$ cat src/hdl/pueg_pkg.sv
// Package holding the register map, field layout and reset values of the protection unit bank.
package pueg_pkg;
    localparam logic [11:0] OFS_RAM_EVENT       = 12'h100;
    localparam logic [11:0] OFS_FLASH_EVENT     = 12'h104;
    localparam logic [11:0] OFS_PERIPH_EVENT    = 12'h108;
    localparam logic [11:0] OFS_RAM_PUBLISH     = 12'h180;
    localparam logic [11:0] OFS_FLASH_PUBLISH   = 12'h184;
    localparam logic [11:0] OFS_PERIPH_PUBLISH  = 12'h188;
    localparam logic [11:0] OFS_IRQ_ENABLE      = 12'h300;
    localparam logic [11:0] OFS_IRQ_ENABLE_SET  = 12'h304;
    localparam logic [11:0] OFS_IRQ_ENABLE_CLR  = 12'h308;
    localparam logic [11:0] OFS_FEATURES        = 12'h400;
    localparam logic [11:0] OFS_EXT_DOMAIN      = 12'h440;
    localparam logic [11:0] OFS_CHAN_SEC        = 12'h480;
    localparam logic [11:0] OFS_CHAN_SEC_LOCK   = 12'h484;
    localparam logic [11:0] OFS_PIN_SEC         = 12'h4c0;
    localparam logic [11:0] OFS_PIN_SEC_LOCK    = 12'h4c4;
    localparam logic [11:0] OFS_FLASH_NSC_SEL   = 12'h500;
    localparam logic [11:0] OFS_FLASH_NSC_SIZE  = 12'h504;
    localparam logic [11:0] OFS_RAM_NSC_SEL     = 12'h540;
    localparam logic [11:0] OFS_RAM_NSC_SIZE    = 12'h544;
    localparam logic [11:0] OFS_FLASH_REGION    = 12'h600;
    localparam logic [11:0] OFS_RAM_REGION      = 12'h700;
    localparam logic [11:0] OFS_PERIPH_RIGHTS   = 12'h800;
    localparam int          NUM_EVENTS          = 3;
    localparam int          EVT_RAM             = 0;
    localparam int          EVT_FLASH           = 1;
    localparam int          EVT_PERIPH          = 2;
    localparam int          PUB_CHAN_LSB        = 0;
    localparam int          PUB_CHAN_W          = 8;
    localparam int          PUB_EN_BIT          = 31;
    localparam int          NSC_LOCK_BIT        = 8;
    localparam int          NSC_SIZE_W          = 4;
    localparam int          NSC_SEL_W           = 5;
    localparam logic [31:0] PUBLISH_RESET       = 32'h0000_0000;
    localparam logic [2:0]  IRQ_ENABLE_RESET    = 3'h0;
    localparam logic [31:0] PIN_SEC_RESET       = 32'hffff_ffff;
    localparam logic [31:0] CHAN_SEC_RESET      = 32'hffff_ffff;
    localparam logic [31:0] FLASH_REGION_RESET  = 32'h0000_0017;
    localparam logic [31:0] RAM_REGION_RESET    = 32'h0000_0017;
    localparam logic [31:0] FEATURES_VALUE      = 32'h0000_0001;
    localparam logic [31:0] EXT_DOMAIN_VALUE    = 32'h0000_0000;
    localparam logic [31:0] PERIPH_RIGHTS_VALUE = 32'h0000_0000;
endpackage : pueg_pkg

$ cat src/hdl/pueg_reset_sync.sv
// Reset release synchroniser for the protection unit bank.
`timescale 1ns/1ps
`default_nettype none
module pueg_reset_sync (
    input  wire logic ref_clk,
    input  wire logic reset_n,
    output var  logic sync_reset_n
);
    logic stage_q;

    always_ff @(posedge ref_clk or negedge reset_n) begin
        if (!reset_n) begin
            stage_q      <= 1'b0;
            sync_reset_n <= 1'b0;
        end else begin
            stage_q      <= 1'b1;
            sync_reset_n <= stage_q;
        end
    end
endmodule : pueg_reset_sync
`default_nettype wire

$ cat src/hdl/pueg_lock_reg.sv
// Writable register that a lock bit freezes until the next reset.
`timescale 1ns/1ps
`default_nettype none
module pueg_lock_reg #(
    parameter int          WIDTH = 32,
    parameter logic [31:0] RESET = 32'h0000_0000
) (
    input  wire logic             ref_clk,
    input  wire logic             rst_n,
    input  wire logic             wr_en,
    input  wire logic [WIDTH-1:0] wr_data,
    input  wire logic             locked,
    output var  logic [WIDTH-1:0] value_q
);
    always_ff @(posedge ref_clk or negedge rst_n) begin
        if (!rst_n) begin
            value_q <= RESET[WIDTH-1:0];
        end else if (wr_en && !locked) begin
            value_q <= wr_data;
        end
    end
endmodule : pueg_lock_reg
`default_nettype wire

$ cat src/hdl/pueg_top.sv
// Protection unit event, interrupt, publish and security attribute register bank on APB.
//
// Local design decision: the APB slave port.
`timescale 1ns/1ps
`default_nettype none
module pueg_top
    import pueg_pkg::*;
#(
    parameter int NSC_COUNT = 2
) (
    input  wire logic                  ref_clk,
    input  wire logic                  reset_n,
    input  wire logic                  retention_reset_n,
    input  wire logic                  psel,
    input  wire logic                  penable,
    input  wire logic                  pwrite,
    input  wire logic [11:0]           paddr,
    input  wire logic [31:0]           pwdata,
    output var  logic [31:0]           prdata,
    output var  logic                  pready,
    output var  logic                  pslverr,
    input  wire logic [NUM_EVENTS-1:0] violation_detect,
    output var  logic                  irq,
    output var  logic [NUM_EVENTS-1:0] publish_strobe,
    output var  logic [PUB_CHAN_W-1:0] publish_channel_index [NUM_EVENTS],
    output var  logic [31:0]           event_interconnect_secure,
    output var  logic [31:0]           pin_secure
);
    logic                  rst_n;
    logic                  rst_ret_n;
    logic                  wr_access;
    logic                  rd_access;
    logic                  addr_hit;
    logic [31:0]           rdata_d;
    logic [NUM_EVENTS-1:0] event_flag_q;
    logic [31:0]           publish_q [NUM_EVENTS];
    logic [NUM_EVENTS-1:0] irq_enable_q;
    logic                  chan_lock_q;
    logic                  pin_lock_q;
    logic [31:0]           chan_sec_q;
    logic [31:0]           pin_sec_q;
    logic [31:0]           flash_nsc_sel_q  [NSC_COUNT];
    logic [31:0]           flash_nsc_size_q [NSC_COUNT];
    logic [31:0]           ram_nsc_sel_q    [NSC_COUNT];
    logic [31:0]           ram_nsc_size_q   [NSC_COUNT];
    logic [31:0]           flash_region_q;
    logic [31:0]           ram_region_q;
    logic                  wr_irq_plain;
    logic                  wr_irq_set;
    logic                  wr_irq_clr;
    logic                  wr_chan_sec;
    logic                  wr_pin_sec;
    logic                  wr_chan_lock;
    logic                  wr_pin_lock;
    logic                  wr_flash_region;
    logic                  wr_ram_region;
    logic [NUM_EVENTS-1:0] wr_event;
    logic [NUM_EVENTS-1:0] wr_publish;
    logic [NSC_COUNT-1:0]  wr_flash_sel;
    logic [NSC_COUNT-1:0]  wr_flash_size;
    logic [NSC_COUNT-1:0]  wr_ram_sel;
    logic [NSC_COUNT-1:0]  wr_ram_size;

    pueg_reset_sync u_rst (
        .ref_clk      (ref_clk),
        .reset_n      (reset_n),
        .sync_reset_n (rst_n)
    );

    pueg_reset_sync u_rst_ret (
        .ref_clk      (ref_clk),
        .reset_n      (retention_reset_n),
        .sync_reset_n (rst_ret_n)
    );

    // Every access completes with no wait state; writes act in the access phase.
    assign wr_access = psel && penable && pwrite;
    assign rd_access = psel && !penable && !pwrite;

    // Write strobes, one per register, taken in the access cycle.
    assign wr_irq_plain    = wr_access && paddr == OFS_IRQ_ENABLE;
    assign wr_irq_set      = wr_access && paddr == OFS_IRQ_ENABLE_SET;
    assign wr_irq_clr      = wr_access && paddr == OFS_IRQ_ENABLE_CLR;
    assign wr_chan_sec     = wr_access && paddr == OFS_CHAN_SEC;
    assign wr_pin_sec      = wr_access && paddr == OFS_PIN_SEC;
    assign wr_chan_lock    = wr_access && paddr == OFS_CHAN_SEC_LOCK && pwdata[0];
    assign wr_pin_lock     = wr_access && paddr == OFS_PIN_SEC_LOCK && pwdata[0];
    assign wr_flash_region = wr_access && paddr == OFS_FLASH_REGION;
    assign wr_ram_region   = wr_access && paddr == OFS_RAM_REGION;

    // Event flags: hardware set wins over a software write of zero.
    always_ff @(posedge ref_clk or negedge rst_n) begin
        if (!rst_n) begin
            event_flag_q <= '0;
        end else begin
            for (int i = 0; i < NUM_EVENTS; i++) begin
                if (violation_detect[i]) begin
                    event_flag_q[i] <= 1'b1;
                end else if (wr_event[i]) begin
                    event_flag_q[i] <= pwdata[0];
                end
            end
        end
    end

    // Publish configuration and one-cycle publish strobe per event.
    for (genvar g = 0; g < NUM_EVENTS; g++) begin : g_pub
        assign wr_event[g]   = wr_access && paddr == OFS_RAM_EVENT + 12'(4 * g);
        assign wr_publish[g] = wr_access && paddr == OFS_RAM_PUBLISH + 12'(4 * g);

        always_ff @(posedge ref_clk or negedge rst_n) begin
            if (!rst_n) begin
                publish_q[g] <= PUBLISH_RESET;
            end else if (wr_publish[g]) begin
                publish_q[g] <= pwdata & 32'h8000_00ff;
            end
        end

        always_ff @(posedge ref_clk or negedge rst_n) begin
            if (!rst_n) begin
                publish_strobe[g]        <= 1'b0;
                publish_channel_index[g] <= '0;
            end else begin
                publish_strobe[g]        <= violation_detect[g] && publish_q[g][PUB_EN_BIT];
                publish_channel_index[g] <= publish_q[g][PUB_CHAN_LSB +: PUB_CHAN_W];
            end
        end
    end

    // Interrupt enables reached through the plain, set and clear views.
    always_ff @(posedge ref_clk or negedge rst_n) begin
        if (!rst_n) begin
            irq_enable_q <= IRQ_ENABLE_RESET;
        end else if (wr_irq_plain) begin
            irq_enable_q <= pwdata[NUM_EVENTS-1:0];
        end else if (wr_irq_set) begin
            irq_enable_q <= irq_enable_q | pwdata[NUM_EVENTS-1:0];
        end else if (wr_irq_clr) begin
            irq_enable_q <= irq_enable_q & ~pwdata[NUM_EVENTS-1:0];
        end
    end

    always_ff @(posedge ref_clk or negedge rst_n) begin
        if (!rst_n) begin
            irq <= 1'b0;
        end else begin
            irq <= |(event_flag_q & irq_enable_q);
        end
    end

    // Lock bits are write-one-to-set and only reset clears them.
    always_ff @(posedge ref_clk or negedge rst_n) begin
        if (!rst_n) begin
            chan_lock_q <= 1'b0;
        end else if (wr_chan_lock) begin
            chan_lock_q <= 1'b1;
        end
    end

    always_ff @(posedge ref_clk or negedge rst_n) begin
        if (!rst_n) begin
            pin_lock_q <= 1'b0;
        end else if (wr_pin_lock) begin
            pin_lock_q <= 1'b1;
        end
    end

    pueg_lock_reg #(.WIDTH(32), .RESET(CHAN_SEC_RESET)) u_chan_sec (
        .ref_clk (ref_clk),
        .rst_n   (rst_n),
        .wr_en   (wr_chan_sec),
        .wr_data (pwdata),
        .locked  (chan_lock_q),
        .value_q (chan_sec_q)
    );

    // The pin attribute register sits on the retention reset only.
    pueg_lock_reg #(.WIDTH(32), .RESET(PIN_SEC_RESET)) u_pin_sec (
        .ref_clk (ref_clk),
        .rst_n   (rst_ret_n),
        .wr_en   (wr_pin_sec),
        .wr_data (pwdata),
        .locked  (pin_lock_q),
        .value_q (pin_sec_q)
    );

    always_ff @(posedge ref_clk or negedge rst_n) begin
        if (!rst_n) begin
            event_interconnect_secure <= CHAN_SEC_RESET;
        end else begin
            event_interconnect_secure <= chan_sec_q;
        end
    end

    always_ff @(posedge ref_clk or negedge rst_n) begin
        if (!rst_n) begin
            pin_secure <= PIN_SEC_RESET;
        end else begin
            pin_secure <= pin_sec_q;
        end
    end

    // Callable-area select and size; the size register's lock freezes the pair.
    for (genvar n = 0; n < NSC_COUNT; n++) begin : g_nsc
        assign wr_flash_sel[n]  = wr_access && paddr == OFS_FLASH_NSC_SEL + 12'(8 * n);
        assign wr_flash_size[n] = wr_access && paddr == OFS_FLASH_NSC_SIZE + 12'(8 * n);
        assign wr_ram_sel[n]    = wr_access && paddr == OFS_RAM_NSC_SEL + 12'(8 * n);
        assign wr_ram_size[n]   = wr_access && paddr == OFS_RAM_NSC_SIZE + 12'(8 * n);

        always_ff @(posedge ref_clk or negedge rst_n) begin
            if (!rst_n) begin
                flash_nsc_sel_q[n]  <= '0;
                flash_nsc_size_q[n] <= '0;
            end else if (!flash_nsc_size_q[n][NSC_LOCK_BIT]) begin
                if (wr_flash_sel[n]) begin
                    flash_nsc_sel_q[n] <= {27'h0, pwdata[NSC_SEL_W-1:0]};
                end
                if (wr_flash_size[n]) begin
                    flash_nsc_size_q[n] <= pwdata & 32'h0000_010f;
                end
            end
        end

        always_ff @(posedge ref_clk or negedge rst_n) begin
            if (!rst_n) begin
                ram_nsc_sel_q[n]  <= '0;
                ram_nsc_size_q[n] <= '0;
            end else if (!ram_nsc_size_q[n][NSC_LOCK_BIT]) begin
                if (wr_ram_sel[n]) begin
                    ram_nsc_sel_q[n] <= {27'h0, pwdata[NSC_SEL_W-1:0]};
                end
                if (wr_ram_size[n]) begin
                    ram_nsc_size_q[n] <= pwdata & 32'h0000_010f;
                end
            end
        end
    end

    // First flash and RAM region permission words are held as plain storage.
    always_ff @(posedge ref_clk or negedge rst_n) begin
        if (!rst_n) begin
            flash_region_q <= FLASH_REGION_RESET;
        end else if (wr_flash_region) begin
            flash_region_q <= pwdata;
        end
    end

    always_ff @(posedge ref_clk or negedge rst_n) begin
        if (!rst_n) begin
            ram_region_q <= RAM_REGION_RESET;
        end else if (wr_ram_region) begin
            ram_region_q <= pwdata;
        end
    end

    // Read mux; unmapped addresses read zero and raise an error.
    always_comb begin
        rdata_d  = 32'h0000_0000;
        addr_hit = 1'b1;
        case (paddr)
            OFS_RAM_EVENT:      rdata_d = {31'h0, event_flag_q[EVT_RAM]};
            OFS_FLASH_EVENT:    rdata_d = {31'h0, event_flag_q[EVT_FLASH]};
            OFS_PERIPH_EVENT:   rdata_d = {31'h0, event_flag_q[EVT_PERIPH]};
            OFS_RAM_PUBLISH:    rdata_d = publish_q[EVT_RAM];
            OFS_FLASH_PUBLISH:  rdata_d = publish_q[EVT_FLASH];
            OFS_PERIPH_PUBLISH: rdata_d = publish_q[EVT_PERIPH];
            OFS_IRQ_ENABLE,
            OFS_IRQ_ENABLE_SET,
            OFS_IRQ_ENABLE_CLR: rdata_d = {29'h0, irq_enable_q};
            OFS_FEATURES:       rdata_d = FEATURES_VALUE;
            OFS_EXT_DOMAIN:     rdata_d = EXT_DOMAIN_VALUE;
            OFS_CHAN_SEC:       rdata_d = chan_sec_q;
            OFS_CHAN_SEC_LOCK:  rdata_d = {31'h0, chan_lock_q};
            OFS_PIN_SEC:        rdata_d = pin_sec_q;
            OFS_PIN_SEC_LOCK:   rdata_d = {31'h0, pin_lock_q};
            OFS_FLASH_REGION:   rdata_d = flash_region_q;
            OFS_RAM_REGION:     rdata_d = ram_region_q;
            OFS_PERIPH_RIGHTS:  rdata_d = PERIPH_RIGHTS_VALUE;
            default: begin
                addr_hit = 1'b0;
                for (int n = 0; n < NSC_COUNT; n++) begin
                    if (paddr == OFS_FLASH_NSC_SEL + 12'(8 * n)) begin
                        rdata_d  = flash_nsc_sel_q[n];
                        addr_hit = 1'b1;
                    end
                    if (paddr == OFS_FLASH_NSC_SIZE + 12'(8 * n)) begin
                        rdata_d  = flash_nsc_size_q[n];
                        addr_hit = 1'b1;
                    end
                    if (paddr == OFS_RAM_NSC_SEL + 12'(8 * n)) begin
                        rdata_d  = ram_nsc_sel_q[n];
                        addr_hit = 1'b1;
                    end
                    if (paddr == OFS_RAM_NSC_SIZE + 12'(8 * n)) begin
                        rdata_d  = ram_nsc_size_q[n];
                        addr_hit = 1'b1;
                    end
                end
            end
        endcase
    end

    // Read data is registered in the setup cycle so it is valid in access.
    always_ff @(posedge ref_clk or negedge rst_n) begin
        if (!rst_n) begin
            prdata <= 32'h0000_0000;
        end else if (psel && !penable) begin
            prdata <= rd_access ? rdata_d : 32'h0000_0000;
        end
    end

    // The error answer stands in the access cycle only and is low otherwise.
    always_ff @(posedge ref_clk or negedge rst_n) begin
        if (!rst_n) begin
            pslverr <= 1'b0;
        end else begin
            pslverr <= psel && !penable && !addr_hit;
        end
    end

    always_ff @(posedge ref_clk or negedge rst_n) begin
        if (!rst_n) begin
            pready <= 1'b0;
        end else begin
            pready <= psel && !penable;
        end
    end
endmodule : pueg_top
`default_nettype wire

$ cat config.mk
export PLATFORM = sky130hd
export DESIGN_NAME = pueg_top
export DESIGN_NICKNAME = d
export VERILOG_FILES = /design/src/hdl/pueg_pkg.sv /design/src/hdl/pueg_reset_sync.sv /design/src/hdl/pueg_lock_reg.sv /design/src/hdl/pueg_top.sv
export SDC_FILE = /design/constraint.sdc
export NUM_CORES = 1
export LEC_CHECK = 0
export BUFFER_PORTS_ARGS = -buffer_cell sky130_fd_sc_hd__buf_2
export CORE_UTILIZATION = 62
export DETAILED_ROUTE_END_ITERATION = 7
export HOLD_SLACK_MARGIN = 0.03
export PLACE_DENSITY_LB_ADDON = 0.2
export SYNTH_ARGS = -nofsm -noshare
export SYNTH_HDL_FRONTEND = slang
export SYNTH_SLANG_ARGS = --single-unit
$ cat constraint.sdc
create_clock -name ref_clk -period 18.2 [get_ports ref_clk]
set_clock_uncertainty 0.15 [all_clocks]
set_input_delay 3.64 -clock ref_clk [delete_from_list [all_inputs] [get_ports ref_clk]]
set_output_delay 3.64 -clock ref_clk [all_outputs]
set_load 0.005 [all_outputs]
After elaboration in Yosys (flattened, before gate mapping)
Index checks and enable logic that the tools add are counted.
{"block": "classes", "n_reduce_logical": 56, "eq_ne": 26, "mux": 36, "bitwise": 8}
{"operator": "$pmux 32 s15", "n": 1}
{"operator": "$mux 32", "n": 8}
{"operator": "$eq 12x11->1 const B", "n": 16}
{"operator": "$eq 12x9->1 const B", "n": 6}
{"operator": "$mux 9", "n": 8}
{"operator": "$eq 12x10->1 const B", "n": 3}
{"operator": "$logic_and 1x1->1", "n": 35}
{"operator": "$reduce_or 18->1", "n": 1}
{"operator": "$reduce_and 2->1", "n": 8}
{"operator": "$mux 1", "n": 15}
{"operator": "$eq 12x12->1 const B", "n": 1}
{"operator": "$mux 3", "n": 3}
{"operator": "$and 3x3->3", "n": 2}
{"operator": "$reduce_bool 2->1", "n": 3}
{"operator": "$reduce_or 3->1", "n": 2}
{"operator": "$logic_not 1->1", "n": 5}
{"operator": "$mux 5", "n": 1}
{"operator": "$not 1->1", "n": 4}
{"operator": "$not 3->3", "n": 1}
{"operator": "$or 3x3->3", "n": 1}
{"operator": "$reduce_bool 3->1", "n": 1}
{"operator": "$reduce_or 2->1", "n": 1}
{"block": "word_totals", "in_bits": 53, "regBits": 333}

Logic depth before layout (Yosys ltp)
Gate-level depths: netlist of the first run.
{"block": "logic_depth", "depth_word": 12, "ltp_mapped": 9, "ltp_nobuf": 6}

Cells and area by module
From an unflattened synthesis of the first run, not the netlist that was laid out.
{"block": "hier_totals", "hier_cells": 937, "area_unflattened_um2": 13817.0}
{"module": "pueg_top", "instances": 1, "area_per_inst_um2": 10911.7, "cells_each": 793}
{"module": "pueg_lock_reg", "instances": 2, "area_per_inst_um2": 1398.8, "cells_each": 69}
{"module": "pueg_reset_sync", "instances": 2, "area_per_inst_um2": 53.8, "cells_each": 3}

Least setup slack after synthesis of the first run
No wires, ideal clock.
{"block": "synth_path", "path_kind": "input -> register", "startpoint": "in paddr[5]", "endpoint": "reg ram_nsc_sel_q[0] (netlist name)", "cell_stages": 6, "required_ps": 17925, "slack_ps": 12528, "path_buffers": 2, "setup_time_ps": 125, "arrival_time_ps": 5398, "cell_sequence": "buf_2 or4b_1 buf_2 or3_4 nor3_4 mux2_2"}
{"block": "synth_via", "elab_chain_cells": 3}
{"element": "start, declared", "line_no": "pueg_top.sv:17", "text": "input wire logic [11:0] paddr,"}
{"element": "$eq 12x11->1", "line_no": "pueg_top.sv:207", "text": "assign wr_ram_sel[n] = wr_access && paddr == OFS_RAM_NSC_SEL + 12'(8 * n);"}
{"element": "$logic_and 1x1->1", "line_no": "pueg_top.sv:207"}
{"element": "$reduce_and 2->1 (no source line)"}
{"element": "end signal, assigned by index", "line_no": "pueg_top.sv:230", "text": "ram_nsc_sel_q[n] <= {27'h0, pwdata[NSC_SEL_W-1:0]};"}
{"element": "end, declared", "line_no": "pueg_top.sv:44", "text": "logic [31:0] ram_nsc_sel_q [NSC_COUNT];"}
Every way passes these cells.
A chain may end at the register's enable or synchronous reset.

Worst setup path in the final report of the first run
{"block": "layout_path", "startpoint": "in paddr[5]", "endpoint": "reg ram_region_q[3]"}
{"block": "layout_via", "elab_chain_cells": 2}
{"element": "$eq 12x11->1", "line_no": "pueg_top.sv:89", "text": "assign wr_ram_region = wr_access && paddr == OFS_RAM_REGION;"}
{"element": "$logic_and 1x1->1", "line_no": "pueg_top.sv:89"}
{"element": "end signal, assigned", "line_no": "pueg_top.sv:252", "text": "ram_region_q <= pwdata;"}
{"element": "end, declared", "line_no": "pueg_top.sv:47", "text": "logic [31:0] ram_region_q;"}
Every way passes these cells.

==> results.sh, run 1 <==
export IMPL_status="complete, no violations"
export IMPL_slew_headroom_pct=22.6
export IMPL_fin_nets=1169
export IMPL_dp_cells=1355
export IMPL_dieArea_um2=22400
export IMPL_crit_fanout=32
export IMPL_hold_path_startpoint="u_rst_ret.stage_q"
export IMPL_cp_slowest_stage_delay_ns=0.98
export IMPL_drcViolationCount=0
export IMPL_clock_path_buffers=3
export IMPL_synth_seq_area_share_pct=63.0
export IMPL_synth_edf_count=0
export IMPL_hold_class="reg2reg"
export IMPL_drive_gt1_share_pct=52.1
export IMPL_power_total_w=0.00146
export IMPL_grt_use_total_pct=31.0
export IMPL_r2r_start="pin_lock_q"
export IMPL_hold_buffers=0
export IMPL_async_reset_ff_share_pct=100
export IMPL_grt_pass1_wl_um=52100
export IMPL_gp_congestion=0.946
export IMPL_syn_area_um2=13500
export IMPL_cts_tree="built"
export IMPL_rr_endpoint="u_pin_sec.value_q[2]"
export IMPL_drtPass1Iterations=5
export IMPL_slew_viol_final=0
export IMPL_path_class="in2reg"
export IMPL_final_core_util_pct=73.8
export IMPL_fmax_mhz=142
export IMPL_ys_ff_latch=333
export IMPL_setup_violations=0
export IMPL_hold_ws_ns=0.202
export IMPL_slowest_stage="nor2_2"
export IMPL_ios=179
export IMPL_die_w_um=150
export IMPL_wl_per_cell_um=23.6
export IMPL_clock_sinks=333
export IMPL_grt_overflow=0
export IMPL_ir_worst_vdd_v=0.0000743
export IMPL_crit_path_cell_trace="buf_2, nor4_4, nand4_1, nor2_2, nand2_2, mux2_1"
export IMPL_routed_wirelength_um=33500
export IMPL_rows=53
export IMPL_hold_depth=0
export IMPL_critPathRequiredTime_ns=18.44
export IMPL_reg2reg_depth=3
export IMPL_path_clk_slew_ns=0.06
export IMPL_critPathCaptureType="flip-flop"
export IMPL_crit_buf_inv=1
export IMPL_post_route_period_util_pct=38.8
export IMPL_clk_latency_ns=0.51
export IMPL_arrival_ns=7.30
export IMPL_hold_viol=0
export IMPL_drtIter0Drc=524
export IMPL_syn_inst=949
export IMPL_cts_resized=0
export IMPL_area_growth_pct=15.7
export IMPL_r2r_slack_ns=15.96
export IMPL_crit_family="simple AND/OR/NAND/NOR gates"
export IMPL_hpwl_um=21600
export IMPL_core_area_um2=21200
export IMPL_ys_warn_count=0
export IMPL_via_per_inst=6.36
export IMPL_initial_core_util_pct=63.8
export IMPL_leakage_nw=7.40
export IMPL_maxCapViolations=0
export IMPL_avgSynthCellArea_um2=14.2
export IMPL_grt_pass1_vias=9057
export IMPL_dr_total_vias=8996
export IMPL_ant_nets=0
export IMPL_fillers=1422
export IMPL_cellPowerDensity_nw_per_um2=93.6
export IMPL_ys_types=72
export IMPL_synthFlopType="dfrtp_1"
export IMPL_numCtsBuffers=34
export IMPL_htree_num_levels=2
export IMPL_hold_path_end="u_rst_ret.sync_reset_n"
export IMPL_tns_ns=0
export IMPL_startpoint="paddr[5]"
export IMPL_cts_setup_buffers=0
export IMPL_layout_area_seq_um2=8510
export IMPL_io_buffers=178
export IMPL_tightest_slew_ns=1.16
export IMPL_antenna_found_initial=2
export IMPL_die_height_um=150
export IMPL_multi_input_area_um2=4660
export IMPL_startpoint_type="input port"
export IMPL_finalCriticalPeriod_ns=7.06
export IMPL_cts_root_buf="clkbuf_16"
export IMPL_grt_max_degree=159
export IMPL_layout_cells_non_filler=1415
export IMPL_rsz0062_at_grt="no"
-- power breakdown --
| part | internal [W] | switching, W | leakage, nW |
|---|---|---|---|
| clock | 0.000389 | 0.000279 | 0.521 |
| sequential | 0.000744 | 0.00000383 | 4.11 |
| combinational | 0.0000107 | 0.0000353 | 2.77 |
-- through the flow --
| stage | worst slack (ns) | cell area [um^2] |
|---|---|---|
| after floorplan | 9.28 | 13500 |
| after detailed placement | 10.64 | 14500 |
| after global placement | 10.82 | 14500 |
| final | 11.14 | 15600 |
| after global routing | 10.88 | 15600 |
| after CTS | 11.13 | 15600 |
-- routing by layer --
layer	share of wire [%]	vias up	GRT usage, %
met5	0	-	0
met4	2.0	0	8.57
met3	7.4	54	5.46
met2	48	392	48.5
met1	42	4705	44.8
li1	-	3845	-
-- state kept, by name, indices dropped and copies added, names as in the netlist, 3 cells and up, named ones only --
register / count
event_flag_q: 3
event_interconnect_secure: 32
flash_nsc_sel_q: 10
flash_nsc_size_q: 10
flash_region_q: 32
pin_secure: 32
prdata: 32
publish_channel_index: 24
publish_q: 27
publish_strobe: 3
ram_nsc_sel_q: 10
ram_nsc_size_q: 10
ram_region_q: 32
u_chan_sec.value_q: 32
u_pin_sec.value_q: 32
-- placed cells by master, fill, tap and decap left out, types with 6 or more instances in the layout --
cell type  synthesis  layout
buf_4              5      11
mux2_2           186     186
o21ai_0           40      40
nand4_1           13      13
buf_2             23     178
inv_1             10      10
a211oi_1          10      10
a21oi_1           11      11
a22o_1            28      28
mux2_1             6       6
dfstp_2          136     136
nor3_1            10      10
nand3_1            7       7
clkbuf_16          0      34
a221oi_1          25      25
nor2_1            24      22
dfrtp_1          197     196
a22oi_1           10      10
mux2i_1           19      19
o22ai_1           11      11
nand2_1           48      46
clkbuf_1          23       9
clkbuf_8           0       7
-- logic make-up (layout without fill, tap and decap cells) --
group | Yosys count | count (layout) | share of synthesized area, %
flops | 333 | 333 | 63.0
buf+inv | 70 | 259 | 2.60
simple gates | 162 | 162 | 7.71
other cells | 1 | 3 | 0.0278
compound gates | 172 | 172 | 9.19
mux | 211 | 211 | 17.4
-- synth_stat cells (4+ instances only) --
cell type / n / area (um^2)
dfrtp_1: 197 / 4930
mux2_2: 186 / 2090
dfstp_2: 136 / 3570
nand2_1: 48 / 180
o21ai_0: 40 / 200
a22o_1: 28 / 245
a221oi_1: 25 / 219
nor2_1: 24 / 90.1
buf_2: 23 / 115
clkbuf_1: 23 / 86.3
mux2i_1: 19 / 190
nand4_1: 13 / 81.3
a21oi_1: 11 / 55.1
o22ai_1: 11 / 68.8
a211oi_1: 10 / 75.1
a22oi_1: 10 / 75.1
inv_1: 10 / 37.5
nor3_1: 10 / 50.1
nand3_1: 7 / 35.0
mux2_1: 6 / 67.6
and2_1: 5 / 31.3
buf_4: 5 / 37.5
buf_6: 5 / 56.3
or4b_1: 5 / 50.1
a311o_1: 4 / 40.0
a31oi_1: 4 / 25.0
nor4_4: 4 / 85.1
-- how the worst max path moves through the flow --
stage                                    to  slack, ns  cells after the start
final                       ram_region_q[3]      11.14                      6
after global routing      flash_region_q[3]      10.88                      6
after CTS                   ram_region_q[3]      11.13                      6
after detailed placement    ram_region_q[3]      10.64                      6
after global placement    flash_region_q[3]      10.82                      6
after floorplan                   async pin       9.28                      0
-- cell type report --
cell class / count / share of cell area (%)
repair buffers: 190 / 6.36
diodes: 1 / 0.0160
multi-input cells: 547 / 29.8
inverters: 10 / 0.240
clock buffers: 50 / 6.28
well taps: 275 / 2.20
flip-flops and latches: 333 / 54.5
clock inverters: 9 / 0.553
Note: power is estimated with default switching activity, not from simulation.
==> run 2: changes to the inputs <==
--- a/config.mk
+++ b/config.mk
@@ -6,7 +6,7 @@
 export NUM_CORES = 1
 export LEC_CHECK = 0
 export BUFFER_PORTS_ARGS = -buffer_cell sky130_fd_sc_hd__buf_2
-export CORE_UTILIZATION = 62
+export CORE_UTILIZATION = 57
 export DETAILED_ROUTE_END_ITERATION = 7
 export HOLD_SLACK_MARGIN = 0.03
 export PLACE_DENSITY_LB_ADDON = 0.2
==> constraint.sdc (replaced) <==
create_clock -name ref_clk -period 7.3 [get_ports ref_clk]
set_clock_uncertainty 0.15 [all_clocks]
set_input_delay 1.46 -clock ref_clk [delete_from_list [all_inputs] [get_ports ref_clk]]
set_output_delay 1.46 -clock ref_clk [all_outputs]
set_load 0.005 [all_outputs]
==> run 2 against run 1 <==
  * Non-clock buffer count rose by 4
  * Critical path type unchanged
  * Global-route usage fell by 3.1 points
  * Via count fell by 0.57%
  * Critical path depth rose by 2
  * Largest power group unchanged
  * Critical endpoint is now flash_region_q[24]
  * Highest routed layer unchanged
==> results.sh, run 2 (synthesis results as in run 1) <==
export IMPL_status="complete, no violations"
export IMPL_crit_fanout=32
export IMPL_crit_family="simple AND/OR/NAND/NOR gates"
export IMPL_area_growth_pct=16.9
export IMPL_die_height_um=156
export IMPL_dr_total_vias=8945
export IMPL_cts_tree="built"
export IMPL_fmax_mhz=246
export IMPL_grt_use_total_pct=27.9
export IMPL_cp_slowest_stage_delay_ns=0.48
export IMPL_final_core_util_pct=68.8
export IMPL_grt_max_degree=187
export IMPL_mostFrequentLayoutCells="196 x dfrtp_1, 186 x mux2_2, 178 x buf_2"
export IMPL_pwr_share_comb_pct=3.2
export IMPL_slew_headroom_pct=25.7
export IMPL_tns_ns=0
export IMPL_clock_sinks=333
export IMPL_numCtsBuffers=34
export IMPL_p_sw_share_pct=21.8
export IMPL_reg2reg_depth=6
export IMPL_hold_buffers=0
export IMPL_routed_wirelength_um=33100
export IMPL_grt_pass1_wl_um=51400
export IMPL_crit_path_cell_trace="buf_2, nor3_1, nand4_1, nor2_2, buf_4, nand2_1, buf_4, mux2_2"
export IMPL_maxCapViolations=0
export IMPL_ios=179
export IMPL_drtPass1Iterations=7
export IMPL_wl_per_cell_um=22.7
export IMPL_finalCriticalPeriod_ns=4.07
export IMPL_cts_setup_buffers=0
export IMPL_cts_resized=0
export IMPL_grt_overflow=0
export IMPL_hold_viol=0
export IMPL_io_buffers=178
export IMPL_hold_class="reg2async"
export IMPL_rsz0062_at_grt="no"
export IMPL_path_clk_slew_ns=0.06
export IMPL_hold_ws_ns=0.152
export IMPL_antenna_found_initial=0
export IMPL_drtIter0Drc=606
export IMPL_crit_buf_inv=3
export IMPL_diodes=0
export IMPL_seq_power_share_pct=49.6
export IMPL_critPathRequiredTime_ns=7.55
export IMPL_tightest_slew_ns=1.12
export IMPL_dieArea_um2=24300
export IMPL_ir_worst_vdd_v=0.000161
export IMPL_fillers=1632
export IMPL_grt_pass1_vias=8913
export IMPL_mostFrequentLayoutCell="dfrtp_1"
export IMPL_slowest_stage="nand2_1"
export IMPL_startpoint_type="input port"
export IMPL_die_w_um=156
export IMPL_critPathCaptureType="flip-flop"
export IMPL_drive_gt1_share_pct=52.4
export IMPL_pwr_share_clk_pct=47.2
export IMPL_core_area_um2=22900
export IMPL_clock_path_buffers=3
export IMPL_p_int_w=0.00293
export IMPL_post_route_period_util_pct=55.7
export IMPL_arrival_ns=4.32
export IMPL_gp_congestion=0.936
export IMPL_cts_root_buf="clkbuf_16"
export IMPL_rows=55
export IMPL_initial_core_util_pct=58.9
export IMPL_via_per_inst=6.13
export IMPL_clk_latency_ns=0.52
export IMPL_slew_viol_final=0
export IMPL_ant_nets=0
export IMPL_drcViolationCount=0
export IMPL_hpwl_um=21300
export IMPL_setup_violations=0
export IMPL_power_total_w=0.00375
export IMPL_p_switching_w=0.000816
export IMPL_path_class="in2reg"
export IMPL_fin_nets=1173
export IMPL_leakage_nw=7.47
export IMPL_htree_num_levels=2
export IMPL_cellPowerDensity_nw_per_um2=238
export IMPL_cp_depth=8
export IMPL_crit_top_cell="buf_4"
[run 2: cell count changes in the layout (fill, tap and decap cells not counted), sizes merged]
cell and change:
clkinvlp -2, clkinv +2, inv +2, bufinv +1, buf +4, diode -1
[run 2: power groups by stage]
stage / registers [W] / clock network, W / logic, W
after detailed placement: 0.00189 / 0 / 0.000119
after CTS: 0.00186 / 0.00179 / 0.000120
after global placement: 0.00189 / 0 / 0.000119
after floorplan: 0.00191 / 0 / 0.0000418
final: 0.00186 / 0.00177 / 0.000119
after global routing: 0.00186 / 0.00186 / 0.000130
[run 2: per-stage QoR]
step	instance area, um^2	instances	setup slack, ns
after floorplan	13500	950	2.35
after global placement	14600	1397	2.74
after detailed placement	14600	1397	2.76
after CTS	15800	1459	3.30
after global routing	15800	1459	3.02
final	15800	1459	3.23
[run 2: final timing paths]
| check | startpoint | to | slack (ns) |
|---|---|---|---|
| max in group asynchronous | u_rst.sync_reset_n | ram_nsc_sel_q[0] | 5.39 |
| worst min-delay path | u_rst.sync_reset_n | prdata[13] | 0.15 |
| worst max register to register | ram_nsc_size_q[40] | prdata[8] | 5.10 |
| worst min register to register | u_rst.sync_reset_n | prdata[13] | 0.15 |
| min in group ref_clk | u_rst_ret.stage_q | u_rst_ret.sync_reset_n | 0.20 |
| worst max-delay path | paddr[2] | flash_region_q[24] | 3.23 |
[run 2: cell type report]
type,instances,area (um^2),share of cell area [%]
clock buffer,50,1020,6.48
clock inverter,12,129,0.818
inverter,10,37.5,0.238
multi-input combinational,547,4650,29.5
sequential,333,8510,54.0
tap,313,392,2.48
timing repair buffer,194,1020,6.49
[run 2: worst register-to-register path, delay by kind of cell (launching register included)]
family / cells / cell delay, ns
flops: 1 / 0.46
mux: 1 / 0.29
simple gates: 1 / 0.10
compound gates: 4 / 1.08
[run 2: per-layer routing]
layer | up-vias | global-route usage (%) | share of wire, %
met5 | - | 0 | 0
met4 | 0 | 6.82 | 1.7
met3 | 49 | 5.11 | 7.0
met2 | 392 | 44.0 | 48
met1 | 4646 | 40.2 | 43
li1 | 3858 | - | -
==> run 3: changes to the inputs <==
--- a/config.mk
+++ b/config.mk
@@ -6,7 +6,7 @@
 export NUM_CORES = 1
 export LEC_CHECK = 0
 export BUFFER_PORTS_ARGS = -buffer_cell sky130_fd_sc_hd__buf_2
-export CORE_UTILIZATION = 57
+export CORE_UTILIZATION = 52
 export DETAILED_ROUTE_END_ITERATION = 7
 export HOLD_SLACK_MARGIN = 0.03
 export PLACE_DENSITY_LB_ADDON = 0.2
==> constraint.sdc (replaced) <==
create_clock -name ref_clk -period 3.64 [get_ports ref_clk]
set_clock_uncertainty 0.15 [all_clocks]
set_input_delay 0.728 -clock ref_clk [delete_from_list [all_inputs] [get_ports ref_clk]]
set_output_delay 0.728 -clock ref_clk [all_outputs]
set_load 0.005 [all_outputs]
==> run 3 against run 2 <==
  * Clock power up 100%
  * Via count shrank 1.3%
  * Worst setup slack worse by 2.3 ns
  * Critical path depth shrank 3
==> results.sh, run 3 (synthesis results as in run 1) <==
export IMPL_core_area_um2=25300
export IMPL_finalCriticalPeriod_ns=2.69
export IMPL_leakage_nw=7.60
export IMPL_slew_headroom_pct=42.6
export IMPL_numCtsBuffers=35
export IMPL_hpwl_um=22900
export IMPL_setup_ws_ns=0.954
export IMPL_hold_class="reg2reg"
export IMPL_dieArea_um2=26600
export IMPL_slew_viol_final=0
export IMPL_r2r_slack_ns=1.53
export IMPL_drtPass1Iterations=5
export IMPL_multi_input_area_um2=4660
export IMPL_post_route_period_util_pct=73.8
export IMPL_slowest_stage="nor3_1"
export IMPL_antenna_found_initial=0
export IMPL_status="complete, no violations"
export IMPL_drtIter0Drc=849
export IMPL_htree_num_levels=2
export IMPL_ant_nets=0
export IMPL_rsz0062_at_grt="no"
export IMPL_cts_root_buf="clkbuf_16"
export IMPL_fillers=1939
export IMPL_critPathRequiredTime_ns=3.89
export IMPL_mostFrequentLayoutCell="dfrtp_1"
export IMPL_grt_overflow=0
export IMPL_path_class="in2reg"
export IMPL_path_clk_slew_ns=0.06
export IMPL_tns_ns=0
export IMPL_arrival_ns=2.94
export IMPL_area_growth_pct=18.9
export IMPL_ir_worst_vdd_v=0.000432
export IMPL_rows=58
export IMPL_ios=179
export IMPL_wl_per_cell_um=22.4
export IMPL_grt_max_degree=75
export IMPL_fin_nets=1201
export IMPL_final_core_util_pct=63.3
export IMPL_drcViolationCount=0
export IMPL_drive_gt1_share_pct=53.2
export IMPL_grt_pass1_wl_um=53000
export IMPL_tightest_slew_ns=0.860
export IMPL_crit_family="simple AND/OR/NAND/NOR gates"
export IMPL_grt_pass1_vias=9128
export IMPL_mostFrequentLayoutCells="196 x dfrtp_1, 186 x mux2_2, 178 x buf_2"
export IMPL_startpoint_type="input port"
export IMPL_die_w_um=163
export IMPL_hold_viol=0
export IMPL_die_height_um=163
export IMPL_dr_total_vias=8827
export IMPL_place_ws_ns=0.456
export IMPL_cts_resized=0
export IMPL_grt_use_total_pct=26.3
export IMPL_via_per_inst=5.86
export IMPL_routed_wirelength_um=33800
export IMPL_clock_sinks=333
export IMPL_gp_congestion=0.922
export IMPL_io_buffers=178
export IMPL_initial_core_util_pct=53.3
export IMPL_layout_area_seq_um2=8510
export IMPL_maxCapViolations=0
export IMPL_cellPowerDensity_nw_per_um2=472
export IMPL_crit_buf_inv=1
export IMPL_critPathCaptureType="flip-flop"
export IMPL_cts_tree="built"
export IMPL_clock_path_buffers=3
export IMPL_crit_path_cell_trace="buf_2, and4bb_1, nand3_1, nor3_1, mux2_2"
export IMPL_fmax_mhz=372
export IMPL_setup_violations=0
export IMPL_crit_fanout=21
export IMPL_cp_slowest_stage_delay_ns=0.62
export IMPL_clk_latency_ns=0.52
## run 3: changes by cell type in the layout (fill, tap and decap cells not counted), sizes merged
cell / previous run / this run
clkinv: 8 / 6
clkinvlp: 0 / 2
bufinv: 2 / 3
clkbuf: 50 / 52
buf: 194 / 219
inv: 12 / 11
dlygate4sd3: 0 / 2
diode: 0 / 1
## run 3: metrics by stage
step / instance area, um^2 / power [W] / cells / hold slack (ns)
final: 16000 / 0.00758 / 1506 / 0.197
after global routing: 16000 / 0.00783 / 1505 / 0.210
after CTS: 16000 / 0.00764 / 1505 / 0.200
after detailed placement: 14800 / 0.00404 / 1439 / 0.186
after global placement: 14800 / 0.00404 / 1439 / 0.186
after floorplan: 13500 / 0.00392 / 950 / 0.181
## run 3: what timing repair did
item / 4_1_cts / 5_1_grt
buffers inserted: 0 / 0
hold endpoints to repair: 4 / 0
hold buffers: 2 / 0
## run 3: metal layers
metal | part of all wire [%] | GRT usage [%] | up-vias
met5 | 0 | 0 | -
met4 | 2.2 | 7.31 | 0
met3 | 5.4 | 4.06 | 60
met2 | 48 | 41.4 | 296
met1 | 45 | 38.1 | 4560
li1 | - | - | 3911
## run 3: worst paths after layout
| path | from | to | cells past startpoint |
|---|---|---|---|
| worst min-delay path | u_rst_ret.stage_q | u_rst_ret.sync_reset_n | 0 |
| max in group asynchronous | u_rst.sync_reset_n | prdata[8] | 1 |
| worst max-delay path | paddr[8] | flash_nsc_size_q[34] | 5 |
| min in group asynchronous | u_rst.sync_reset_n | ram_region_q[18] | 0 |
| worst min register to register | u_rst_ret.stage_q | u_rst_ret.sync_reset_n | 0 |
| worst max register to register | ram_nsc_size_q[40] | prdata[8] | 6 |
## run 3: cell type report
cell class	instances	area share, %
Timing Repair Buffer	221	7.75
Clock buffer	52	6.37
Sequential cell	333	53.0
Inverter	10	0.234
Antenna cell	1	0.0156
Tap cell	330	2.57
Multi-Input combinational cell	547	29.0
Clock inverter	12	0.967
## run 3: worst reg2reg max path, stage by stage (launching register included)
cell and delay [ns]:
dfrtp_1 0.44, mux2_2 0.29, nand4_1 0.12, o21ai_0 0.10, a221oi_1 0.39, o221ai_1 0.25
a22o_1 0.25
## run 3: power breakdown
| part | switching [W] | internal [W] | leakage, nW |
|---|---|---|---|
| clock | 0.00142 | 0.00218 | 0.574 |
| sequential | 0.0000177 | 0.00372 | 4.11 |
| combinational | 0.000181 | 0.0000636 | 2.92 |
